**config.mk**
```make
export PLATFORM = sky130hd
export DESIGN_NAME = thc_ctl
export DESIGN_NICKNAME = d
export VERILOG_FILES = /design/src/hw/thc_pkg.sv /design/src/hw/thc_return_seq.sv /design/src/hw/thc_ctl.sv
export SDC_FILE = /design/constraint.sdc
export NUM_CORES = 1
export LEC_CHECK = 0
export ABC_AREA = 1
export BUFFER_PORTS_ARGS = -buffer_cell sky130_fd_sc_hd__buf_2
export CORE_MARGIN = 2
export CORE_UTILIZATION = 50
export DETAILED_ROUTE_END_ITERATION = 12
export PLACE_DENSITY = 0.7
export SLEW_MARGIN = 20
export SYNTH_ARGS = -nofsm -noshare
export SYNTH_HDL_FRONTEND = slang
export SYNTH_SLANG_ARGS = --single-unit
export TNS_END_PERCENT = 5
```
**constraint.sdc**
```tcl
create_clock -name clk -period 1.8 [get_ports clk]
set_input_delay 0.27 -clock clk [delete_from_list [all_inputs] [get_ports clk]]
set_output_delay 0.27 -clock clk [all_outputs]
set_load 0.02 [all_outputs]
```
**src/hw/thc_pkg.sv**
```systemverilog
package thc_pkg;
  // Control key codes (octal)
  localparam logic [7:0] KEY_HALT        = 8'h05;  // 05 octal
  localparam logic [7:0] KEY_START       = 8'h01;
  localparam logic [7:0] KEY_MODEM_WRITE = 8'h10;  // 20 octal
  localparam logic [7:0] KEY_MODEM_READ  = 8'h11;  // 21 octal
  // Procedural error code 136 octal
  localparam logic [7:0] ERR_POOL_BUSY   = 8'h5E;
  localparam logic [7:0] TRIB_GLOBAL     = 8'h00;
  localparam int         NTRIB           = 16;
  localparam int         TA_W            = 4;
  localparam int         POOL_W          = 4;
  localparam logic [7:0] MODEM_RESET     = 8'h00;
  localparam logic [7:0] SLOT_RESET      = 8'h00;
  // Register offsets
  localparam logic [3:0] ADDR_CMD        = 4'h0;
  localparam logic [3:0] ADDR_TRIB       = 4'h1;
  localparam logic [3:0] ADDR_MODEM      = 4'h2;
  localparam logic [3:0] ADDR_RESP       = 4'h3;
  localparam logic [3:0] ADDR_STATUS     = 4'h4;
  localparam logic [3:0] ADDR_MASK       = 4'h5;
  localparam logic [3:0] ADDR_HALTED     = 4'h6;
  localparam logic [3:0] ADDR_POOL       = 4'h7;
  localparam logic [3:0] ADDR_STATION    = 4'h8;
  // Status bit positions
  localparam int ST_DONE = 0;
  localparam int ST_ERR  = 1;
  localparam int ST_INFO = 2;
  localparam int ST_RET  = 3;
  localparam int ST_W    = 4;
  typedef enum logic [2:0] {
    THC_IDLE   = 3'b000,
    THC_DECODE = 3'b001,
    THC_RETURN = 3'b011,
    THC_DONE   = 3'b010
  } thc_state_t;
endpackage

```
**src/hw/thc_return_seq.sv**
```systemverilog
`timescale 1ns/1ps
// Walks a set of outstanding buffers, one return pulse per buffer
module thc_return_seq
  import thc_pkg::*;
(
  input  wire logic              clk,
  input  wire logic              resetn,
  input  wire logic              start,
  input  wire logic [POOL_W-1:0] count,
  output logic                   ret_pulse,
  output logic                   busy
);
  logic [POOL_W-1:0] left_reg;
  logic [POOL_W-1:0] left_next;
  wire               active = (left_reg != '0);

  // Load count on start, decrement once per returned buffer
  assign left_next = start ? count : (active ? left_reg - 1'b1 : left_reg);
  assign busy      = active;

  always_ff @(posedge clk or negedge resetn) begin
    if (!resetn) begin
      left_reg  <= '0;
      ret_pulse <= 1'b0;
    end else begin
      left_reg  <= left_next;
      ret_pulse <= active;
    end
  end
endmodule

```
**src/hw/thc_ctl.sv**
```systemverilog
`timescale 1ns/1ps
// How it works
// Key 05 halts the tributary named by the address byte and returns its buffers.
// Every outstanding buffer of the halted tributary goes back to the host.
// At a control station a halted tributary drops out of polling.
// At a tributary station halted locally, polls get no answer.
// Halting never alters the tributary status slot contents.
// Only a start-up state command clears the halt of a tributary.
// Halt with address zero returns every common pool buffer.
// Host issues global halt only while the common pool is idle.
// Global halt with pool in use reports procedural error 136 octal.
// Key 20 copies the modem data byte into the modem register.
// Key 21 posts the modem register in the response word.
// One command finishes fully before the next is accepted.
module thc_ctl
  import thc_pkg::*;
(
  input  wire logic             clk,
  input  wire logic             resetn,
  input  wire logic [3:0]       addr,
  input  wire logic [7:0]       wdata,
  input  wire logic             wr,
  input  wire logic             rd,
  output logic      [15:0]      rdata,
  output logic                  irq,
  input  wire logic [NTRIB-1:0] poll_slot,
  input  wire logic [NTRIB-1:0] poll_in,
  input  wire logic [POOL_W-1:0] trib_outstanding,
  input  wire logic [POOL_W-1:0] pool_outstanding,
  input  wire logic             pool_in_use,
  input  wire logic [7:0]       slot_in,
  output logic      [NTRIB-1:0] poll_enable,
  output logic                  poll_answer,
  output logic                  buffer_return,
  output logic      [TA_W-1:0]  return_trib,
  output logic                  return_global,
  output logic      [7:0]       modem_out
);
  thc_state_t         state_reg;
  thc_state_t         state_next;
  logic [7:0]         key_reg;
  logic [7:0]         tributary_address_byte;
  logic [7:0]         modem_data_byte;
  logic [15:0]        response_word;
  logic [7:0]         modem_reg;
  logic [NTRIB-1:0]   halted_reg;
  logic [ST_W-1:0]    status_reg;
  logic [ST_W-1:0]    mask_reg;
  logic               station_ctl_reg;
  logic [7:0]         tributary_status_slot [NTRIB];
  logic               cmd_go;
  logic               seq_start;
  logic [POOL_W-1:0]  seq_count;
  logic               seq_busy;
  logic               seq_pulse;
  logic [ST_W-1:0]    st_set;
  logic               global_halt_reg;

  // Decode of the bus strobes
  wire wr_cmd     = wr && addr == ADDR_CMD;
  wire wr_trib    = wr && addr == ADDR_TRIB;
  wire wr_modem   = wr && addr == ADDR_MODEM;
  wire wr_mask    = wr && addr == ADDR_MASK;
  wire wr_station = wr && addr == ADDR_STATION;
  wire rd_status  = rd && addr == ADDR_STATUS;
  wire idle       = state_reg == THC_IDLE;
  wire [TA_W-1:0] ta = tributary_address_byte[TA_W-1:0];
  wire is_global  = tributary_address_byte == TRIB_GLOBAL;
  wire is_halt    = key_reg == KEY_HALT;
  wire is_start   = key_reg == KEY_START;
  wire is_mwrite  = key_reg == KEY_MODEM_WRITE;
  wire is_mread   = key_reg == KEY_MODEM_READ;
  wire pool_err   = is_halt && is_global && pool_in_use;
  wire in_decode  = state_reg == THC_DECODE;

  // Command is taken only when idle
  assign cmd_go = wr_cmd && idle;

  // Buffer return count: pool for global, tributary otherwise
  assign seq_start = in_decode && is_halt && !pool_err;
  assign seq_count = is_global ? pool_outstanding : trib_outstanding;

  // Next state
  always_comb begin
    state_next = state_reg;
    case (state_reg)
      THC_IDLE: begin
        if (cmd_go) begin
          state_next = THC_DECODE;
        end
      end
      THC_DECODE: begin
        if (seq_start) begin
          state_next = THC_RETURN;
        end else begin
          state_next = THC_DONE;
        end
      end
      THC_RETURN: begin
        if (!seq_busy && !seq_pulse) begin
          state_next = THC_DONE;
        end
      end
      THC_DONE: begin
        state_next = THC_IDLE;
      end
      default: begin
        state_next = THC_IDLE;
      end
    endcase
  end

  // Event sources for the sticky status
  assign st_set[ST_DONE] = state_reg == THC_DONE;
  assign st_set[ST_ERR]  = in_decode && pool_err;
  assign st_set[ST_INFO] = in_decode && is_mread;
  assign st_set[ST_RET]  = seq_pulse;

  thc_return_seq u_seq (
    .clk       (clk),
    .resetn    (resetn),
    .start     (seq_start),
    .count     (seq_count),
    .ret_pulse (seq_pulse),
    .busy      (seq_busy)
  );

  // State register of the command sequencer
  always_ff @(posedge clk or negedge resetn) begin
    if (!resetn) begin
      state_reg <= THC_IDLE;
    end else begin
      state_reg <= state_next;
    end
  end

  // Command key, host bytes, mask and station mode
  always_ff @(posedge clk or negedge resetn) begin
    if (!resetn) begin
      key_reg                <= 8'h00;
      tributary_address_byte <= 8'h00;
      modem_data_byte        <= 8'h00;
      mask_reg               <= '0;
      station_ctl_reg        <= 1'b1;
    end else begin
      if (cmd_go) key_reg <= wdata;
      if (wr_trib && idle) tributary_address_byte <= wdata;
      if (wr_modem && idle) modem_data_byte <= wdata;
      if (wr_mask) mask_reg <= wdata[ST_W-1:0];
      if (wr_station) station_ctl_reg <= wdata[0];
    end
  end

  // Modem register written by the modem write key
  always_ff @(posedge clk or negedge resetn) begin
    if (!resetn) begin
      modem_reg <= MODEM_RESET;
    end else if (in_decode && is_mwrite) begin
      modem_reg <= modem_data_byte;
    end
  end

  // Response word: modem value on a read key, error code on a busy pool
  always_ff @(posedge clk or negedge resetn) begin
    if (!resetn) begin
      response_word <= 16'h0000;
    end else if (in_decode && is_mread) begin
      response_word <= {8'h00, modem_reg};
    end else if (st_set[ST_ERR]) begin
      response_word <= {8'h00, ERR_POOL_BUSY};
    end
  end

  // Halt flags per tributary: set by halt, cleared only by start-up
  genvar gi;
  generate
    for (gi = 0; gi < NTRIB; gi++) begin : g_trib
      always_ff @(posedge clk or negedge resetn) begin
        if (!resetn) begin
          halted_reg[gi] <= 1'b0;
        end else begin
          if (in_decode && is_halt && !is_global && ta == gi) begin
            halted_reg[gi] <= 1'b1;
          end else if (in_decode && is_start && ta == gi) begin
            halted_reg[gi] <= 1'b0;
          end
        end
      end

      // Slot follows the link only while running; halt keeps it
      always_ff @(posedge clk or negedge resetn) begin
        if (!resetn) begin
          tributary_status_slot[gi] <= SLOT_RESET;
        end else begin
          if (!halted_reg[gi] && poll_slot[gi]) begin
            tributary_status_slot[gi] <= slot_in;
          end
        end
      end
    end
  endgenerate

  // Interrupt status next value: set wins over read clear
  wire [ST_W-1:0] status_next = (rd_status ? '0 : status_reg) | st_set;

  // Sticky status register
  always_ff @(posedge clk or negedge resetn) begin
    if (!resetn) begin
      status_reg <= '0;
    end else begin
      status_reg <= status_next;
    end
  end

  // Global flag latched at decode
  always_ff @(posedge clk or negedge resetn) begin
    if (!resetn) begin
      global_halt_reg <= 1'b0;
    end else if (seq_start) begin
      global_halt_reg <= is_global;
    end
  end

  // Read words, one per register index
  wire [15:0] word_key    = {8'h00, key_reg};
  wire [15:0] word_trib   = {8'h00, tributary_address_byte};
  wire [15:0] word_modem  = {8'h00, modem_reg};
  wire [15:0] word_status = {12'h000, status_reg};
  wire [15:0] word_mask   = {12'h000, mask_reg};
  wire [15:0] word_halted = halted_reg;
  wire [15:0] word_idle   = {15'h0000, idle};
  wire [15:0] word_slot   = {8'h00, tributary_status_slot[ta]};

  // Read selection by register index; unmapped indices read zero
  wire [15:0] rd_mux = (addr == ADDR_CMD)     ? word_key      :
                       (addr == ADDR_TRIB)    ? word_trib     :
                       (addr == ADDR_MODEM)   ? word_modem    :
                       (addr == ADDR_RESP)    ? response_word :
                       (addr == ADDR_STATUS)  ? word_status   :
                       (addr == ADDR_MASK)    ? word_mask     :
                       (addr == ADDR_HALTED)  ? word_halted   :
                       (addr == ADDR_POOL)    ? word_idle     :
                       (addr == ADDR_STATION) ? word_slot     :
                                                16'h0000;

  // Next read data and interrupt level
  wire [15:0]      rdata_next         = rd ? rd_mux : 16'h0000;
  wire             irq_next           = |(status_reg & mask_reg);

  // Next poll outputs and return scope; the scope flag rides only on a return
  wire [NTRIB-1:0] poll_enable_next   = station_ctl_reg ? ~halted_reg : '0;
  wire             poll_answer_next   = !station_ctl_reg && poll_in[ta] && !halted_reg[ta];
  wire             return_global_next = global_halt_reg && seq_pulse;

  // Read data stand only in the cycle after the strobe
  always_ff @(posedge clk or negedge resetn) begin
    if (!resetn) begin
      rdata <= 16'h0000;
    end else begin
      rdata <= rdata_next;
    end
  end

  // Level interrupt from the unmasked sticky bits
  always_ff @(posedge clk or negedge resetn) begin
    if (!resetn) begin
      irq <= 1'b0;
    end else begin
      irq <= irq_next;
    end
  end

  // Poll enables at a control station, poll answer at a tributary station
  always_ff @(posedge clk or negedge resetn) begin
    if (!resetn) begin
      poll_enable <= '0;
      poll_answer <= 1'b0;
    end else begin
      poll_enable <= poll_enable_next;
      poll_answer <= poll_answer_next;
    end
  end

  // One pulse per returned buffer, with its tributary and scope
  always_ff @(posedge clk or negedge resetn) begin
    if (!resetn) begin
      buffer_return <= 1'b0;
      return_trib   <= '0;
      return_global <= 1'b0;
    end else begin
      buffer_return <= seq_pulse;
      return_trib   <= ta;
      return_global <= return_global_next;
    end
  end

  // Modem lines follow the modem register
  always_ff @(posedge clk or negedge resetn) begin
    if (!resetn) begin
      modem_out <= MODEM_RESET;
    end else begin
      modem_out <= modem_reg;
    end
  end
endmodule

```
# == Word-level counts from Yosys, hierarchy flattened ==
# Index checks and enable logic that the tools add are counted.
# totals
reg_bits,258
latch_bits,0
ram_bits,0
rom_bits,0
in_bits,65
out_inout_bits,48
word_cells,268
mem_count,0
# classes
n_addsub,1
mul,0
div_mod_pow,0
magnitude_cmp,2
n_eq_ne,32
n_shift,0
mux,60
bitwise_logic,4
reduce_logical,117
# op_table
op,n
two-way mux 16 bit,11
logical AND 1 bit,70
"== test 4 bit, second input constant",9
nonzero test 2 bit,18
two-way mux 1 bit,35
binary-select mux 8 bit (select 4 bit),1
"== test 4 x 3 -> 1 bit, second input constant",8
two-way mux 8 bit,4
zero test 1 bit,22
"== test 4 x 2 -> 1 bit, second input constant",4
"== test 8 x 5 -> 1 bit, second input constant",2
two-way mux 4 bit,4
inverter 16 bit,1
case mux 3 bit (3 select lines),1
binary-select mux 1 bit (select 4 bit),2
"== test 4 x 1 -> 1 bit, second input constant",2
"== test 8 x 1 -> 1 bit, second input constant",1
"== test 8 x 3 -> 1 bit, second input constant",1
zero test 4 bit,2
zero test 8 bit,1
"== test 3 x 2 -> 1 bit, second input constant",2
two-way mux 3 bit,2
">= comparator 5 bit, second input constant",1
"less-than comparator 4 x 5 -> 1 bit, second input constant",1
10 further kinds,11

# == Depth between registers and ports, before layout ==
# depth
word_depth,14
mapped_depth,15
ltp_nobuf,13

# == Hierarchy ==
# From an unflattened synthesis, not the netlist that was laid out.
# hier_totals
hier_cells,1240
area_unflattened_um2,10877.9
# by_module_without_submodules
mod,instances,cells_per_inst,area_per_inst_um2,seq_area_each_um2
thc_ctl,1,1202,10588.9,6107.1
thc_return_seq,1,38,289.0,125.1

# == Worst setup path after synthesis ==
# Ideal clock, no wire load.
# synth_timing
path_kind,register to register
start,reg tributary_address_byte[3]
end,reg response_word[0]
setup_ns,0.121
arrival_time_ns,1.547
setup_slack_ns,0.132
path_stages_with_launch,13
n_path_buf,1
period_less_slack_ns,1.668
path_cell_list,dfrtp_1 > buf_6 > nor2_4 > inv_4 > nor2_4 > inv_2 > nor2_8 > inv_4 > nor2_4 > nand2_2 > nand2_2 > inv_2 > a22o_1
# synth_between
elab_chain_cells,5
# synth_rtl
element,line,text
from (decl),thc_ctl.sv:42,logic [7:0] tributary_address_byte;
from (signal assigned),thc_ctl.sv:147,if (wr_trib && idle) tributary_address_byte <= wdata;
zero test 8 bit,thc_ctl.sv:68,wire is_global = tributary_address_byte == TRIB_GLOBAL;
logical AND 1 bit (2 in series),thc_ctl.sv:73,wire pool_err = is_halt && is_global && pool_in_use;
logical AND 1 bit,thc_ctl.sv:115,assign st_set[ST_ERR] = in_decode && pool_err;
nonzero test 2 bit (no line),--,
to (signal assigned),thc_ctl.sv:168,"response_word <= {8'h00, modem_reg};"
to (signal assigned),thc_ctl.sv:170,"response_word <= {8'h00, ERR_POOL_BUSY};"
to (decl),thc_ctl.sv:44,logic [15:0] response_word;
# Every way passes these cells.
# A chain may end at the register's enable or synchronous reset.

# == Final worst setup path ==
# layout_timing
start,reg tributary_address_byte[0]
end,reg rdata[4]
# layout_between
elab_chain_cells,14
# layout_rtl
element,line,text
inverter 4 -> 5 bit (implied by the code),thc_ctl.sv:232,"wire [15:0] word_slot = {8'h00, tributary_status_slot[ta]};"
binary-select mux 8 bit (select 4 bit),thc_ctl.sv:232,
two-way mux 8 bit (implied by the code) (2 in series),thc_ctl.sv:232,
two-way mux 8 bit,thc_ctl.sv:243,(addr == ADDR_STATION) ? word_slot :
two-way mux 8 bit,thc_ctl.sv:242,(addr == ADDR_POOL) ? word_idle :
two-way mux 16 bit,thc_ctl.sv:241,(addr == ADDR_HALTED) ? word_halted :
two-way mux 16 bit,thc_ctl.sv:240,(addr == ADDR_MASK) ? word_mask :
two-way mux 16 bit,thc_ctl.sv:239,(addr == ADDR_STATUS) ? word_status :
two-way mux 16 bit,thc_ctl.sv:238,(addr == ADDR_RESP) ? response_word :
two-way mux 16 bit,thc_ctl.sv:237,(addr == ADDR_MODEM) ? word_modem :
two-way mux 16 bit,thc_ctl.sv:236,(addr == ADDR_TRIB) ? word_trib :
two-way mux 16 bit,thc_ctl.sv:235,wire [15:0] rd_mux = (addr == ADDR_CMD) ? word_key :
two-way mux 16 bit,thc_ctl.sv:247,wire [15:0] rdata_next = rd ? rd_mux : 16'h0000;
named net rdata_next[4],thc_ctl.sv:247,
to (signal assigned),thc_ctl.sv:260,rdata <= rdata_next;
to (decl),thc_ctl.sv:24,"output logic [15:0] rdata,"
# The timed path passes the listed nets, and every way through them passes these cells. The select of a mux whose other input is x is not followed.

==> results.cfg <==
[run_status]
status = finished with violations
violations = negative setup slack

[die]
die-height_um = 152
boundaryPins = 113
initial_utilization_pct = 51.3
die_x_um = 152
floorplan.rows = 53
core-area_um2 = 21200
die_area_um2 = 23000

[placement]
dpl_cell_area_um2 = 12200
place.gp.congestion = 0.931
dp_hpwl_um = 22100
port_buffers = 112
dpl.cell_count = 1620

[detailed_routing]
drt-vias-per-instance = 5.63
drtIter0Drc = 822
wirelength_um = 31700
routedWlPerCell_um = 18.8
drcViolationCount = 0
via_count = 9476
first_pass_iters = 5
ant_nets = 0

[clock_tree]
clock_sinks = 249
clock_path_buffers = 3
cts_tree = built
clock_latency_ps = 530
clkTransAtPathRegs_ps = 60
cts-buffers-inserted = 27
htree_levels = 1
clockRootBuffer = clkbuf_16

[sta]
finalWorstSetupSlack_ps = -122
rsz0062_at_grt = true
slew_headroom_pct = 54.0
finalHoldViolCount = 0
period_share_pct = 107
holdWs_ps = 23.2
period_needed_ps = 1920
drv_slew = 0
finalSetupViolations = 15
tns_ps = -691
worst-slew-pin-transition_ps = 689
skew_ps = 19.4
fmaxAchievable_mhz = 520

[setup_path]
cp_common_cell = nand2_1
path_max_fanout = 15
worstReg2RegStart = tributary_address_byte[0]
critPathKind = reg2reg
crit_chain = buf_4 > nor2_8 > buf_12 > a22oi_2 > nand2_1 > nand2_1 > nand2_1 > o21ai_2 > o2111ai_2 > nor2_1 > nor2_1
critPathArrivalTime_ps = 2320
cpMaxStageDelayCell = dfrtp_1
required_ps = 2190
crit_start = tributary_address_byte[0]
end_kind = register
worstSetupStartpointType = register
cp_slowest_stage_delay_ps = 410

[synthesis]
synth_top_area_share_pct = 57.0
seq_area_frac_synth_pct = 57.2
syn_inst = 1216
synthesis.area_um2 = 10900
yosysUniqueCellTypes = 49
synth_edf_count = 0
ys_ff_latch = 249
synth_area_leader_cell = dfrtp_1
synth_area_leaders = dfrtp_1 57%, nand2_1 14%, o21ai_0 8.5%, a22oi_1 3.4%, inv_1 2.4%
async_flop_share_pct = 100
synth_nets = 1283
synth_most_common_cell = nand2_1
yosys-top-cells-count = 407 x nand2_1, 248 x dfrtp_1, 184 x o21ai_0
syn_avg_cell_area_um2 = 8.95
ys.flop_type = dfrtp_1
ys_warn_count = 0

[finish]
stdcell_area_um2 = 13400
register_area_um2 = 6230
multi_input_area_um2 = 4180
n_antenna_cell = 0
final_nets = 1455
nFillCells = 1772
stdcell_count = 1682
syn_to_final_growth_pct = 22.8
regMostFlops = tributary_status_slot
largest_reg_flops = 128
layout-drive-gt1-share_pct = 21.9

[global_routing]
grt_util_all_layers_pct = 28.0
overflow = 0
grt_pass1_wl_um = 49300
first_global_vias = 9060
grt_max_degree = 51
antenna_found_initial = 0

[hold_path]
worstHoldStart = wr
hp-class = in2reg

[power]
p_total_mw = 15.5
peakVddDrop_uv = 782
leakage_nw = 6.60
cellPowerDensity_nw_per_um2 = 1160

[run]
max_cap_violations = 0
==> final timing paths <==
kind	end	slack [ps]	depth (start not counted)
worst max register to register	rdata[4]	-120	11
worst min register to register	poll_enable[9]	420	1
min in group asynchronous	tributary_status_slot[21]	240	2
worst min-delay path	station_ctl_reg	20	3
worst max-delay path	rdata[4]	-120	11
max in group asynchronous	rdata[15]	850	4
==> cell usage in the layout (no fill, tap or decap), types with 7 or more instances in the layout <==
master,n
nand3_1,7
buf_4,67
a22oi_1,43
a21oi_1,15
nor2_4,7
o32ai_1,10
clkbuf_8,9
clkbuf_16,28
buf_12,8
nand2_2,11
inv_2,8
o22ai_1,7
buf_2,111
dfrtp_1,247
mux2_4,8
inv_1,71
nor2_1,52
o21ai_0,181
o21ai_2,7
nand2_1,400
nor3_1,17
==> worst max-delay path: cells and delay by family (launching register included) <==
| family | cells | cell delay [ps] |
|---|---|---|
| AO/OA/AOI/OAI | 3 | 470 |
| AND/OR/NAND/NOR | 6 | 520 |
| buffers and inverters | 2 | 370 |
| flip-flops | 1 | 410 |
==> power breakdown <==
group          switching (mW)  internal, mW
clock                    2.22          3.41
sequential              0.402          6.22
combinational            2.07          1.22
total                    4.69          10.8
==> area by class of cell <==
class / count / area share, %
sequential: 249 / 46.6
timing repair buffer: 197 / 10.1
multi-input combinational: 824 / 31.2
clock buffer: 42 / 6.15
tap: 275 / 2.57
clock inverter: 6 / 0.664
inverter: 89 / 2.65
==> routing by layer <==
metal  share of wire [%]  vias to the layer above  GRT usage [%]
met2                  46                      435           44.6
met4                 3.1                        0           8.56
met1                  42                     4574           38.9
met5                   0                        -              0
met3                 8.7                       79           5.66
li1                    -                     4388              -
==> repair_timing <==
action / 4_1_cts / 5_1_grt
buffers inserted: 7 / 1
hold endpoints to repair: 106 / 0
endpoints found under the setup margin: 38 / 45
hold buffers: 4 / 0
gates cloned: 1 / 1
gates resized for setup: 22 / 22
pin swaps: 5 / 5
==> through the flow <==
stage	utilization, %	setup WS, ps
floorplan	-	132
global route	63.0	-199
CTS	62.5	-48.8
finish	63.0	-122
detailed placement	57.3	-304
global placement	57.3	-237
==> cell families after synthesis <==
logic type	share of synthesized area (%)
compound gates	16.0
xor+xnor	0.161
fa+ha+maj	0.230
buf+inv	5.63
flops	57.2
mux	1.20
simple gates	19.5
Note: power is estimated with default switching activity, not from simulation.
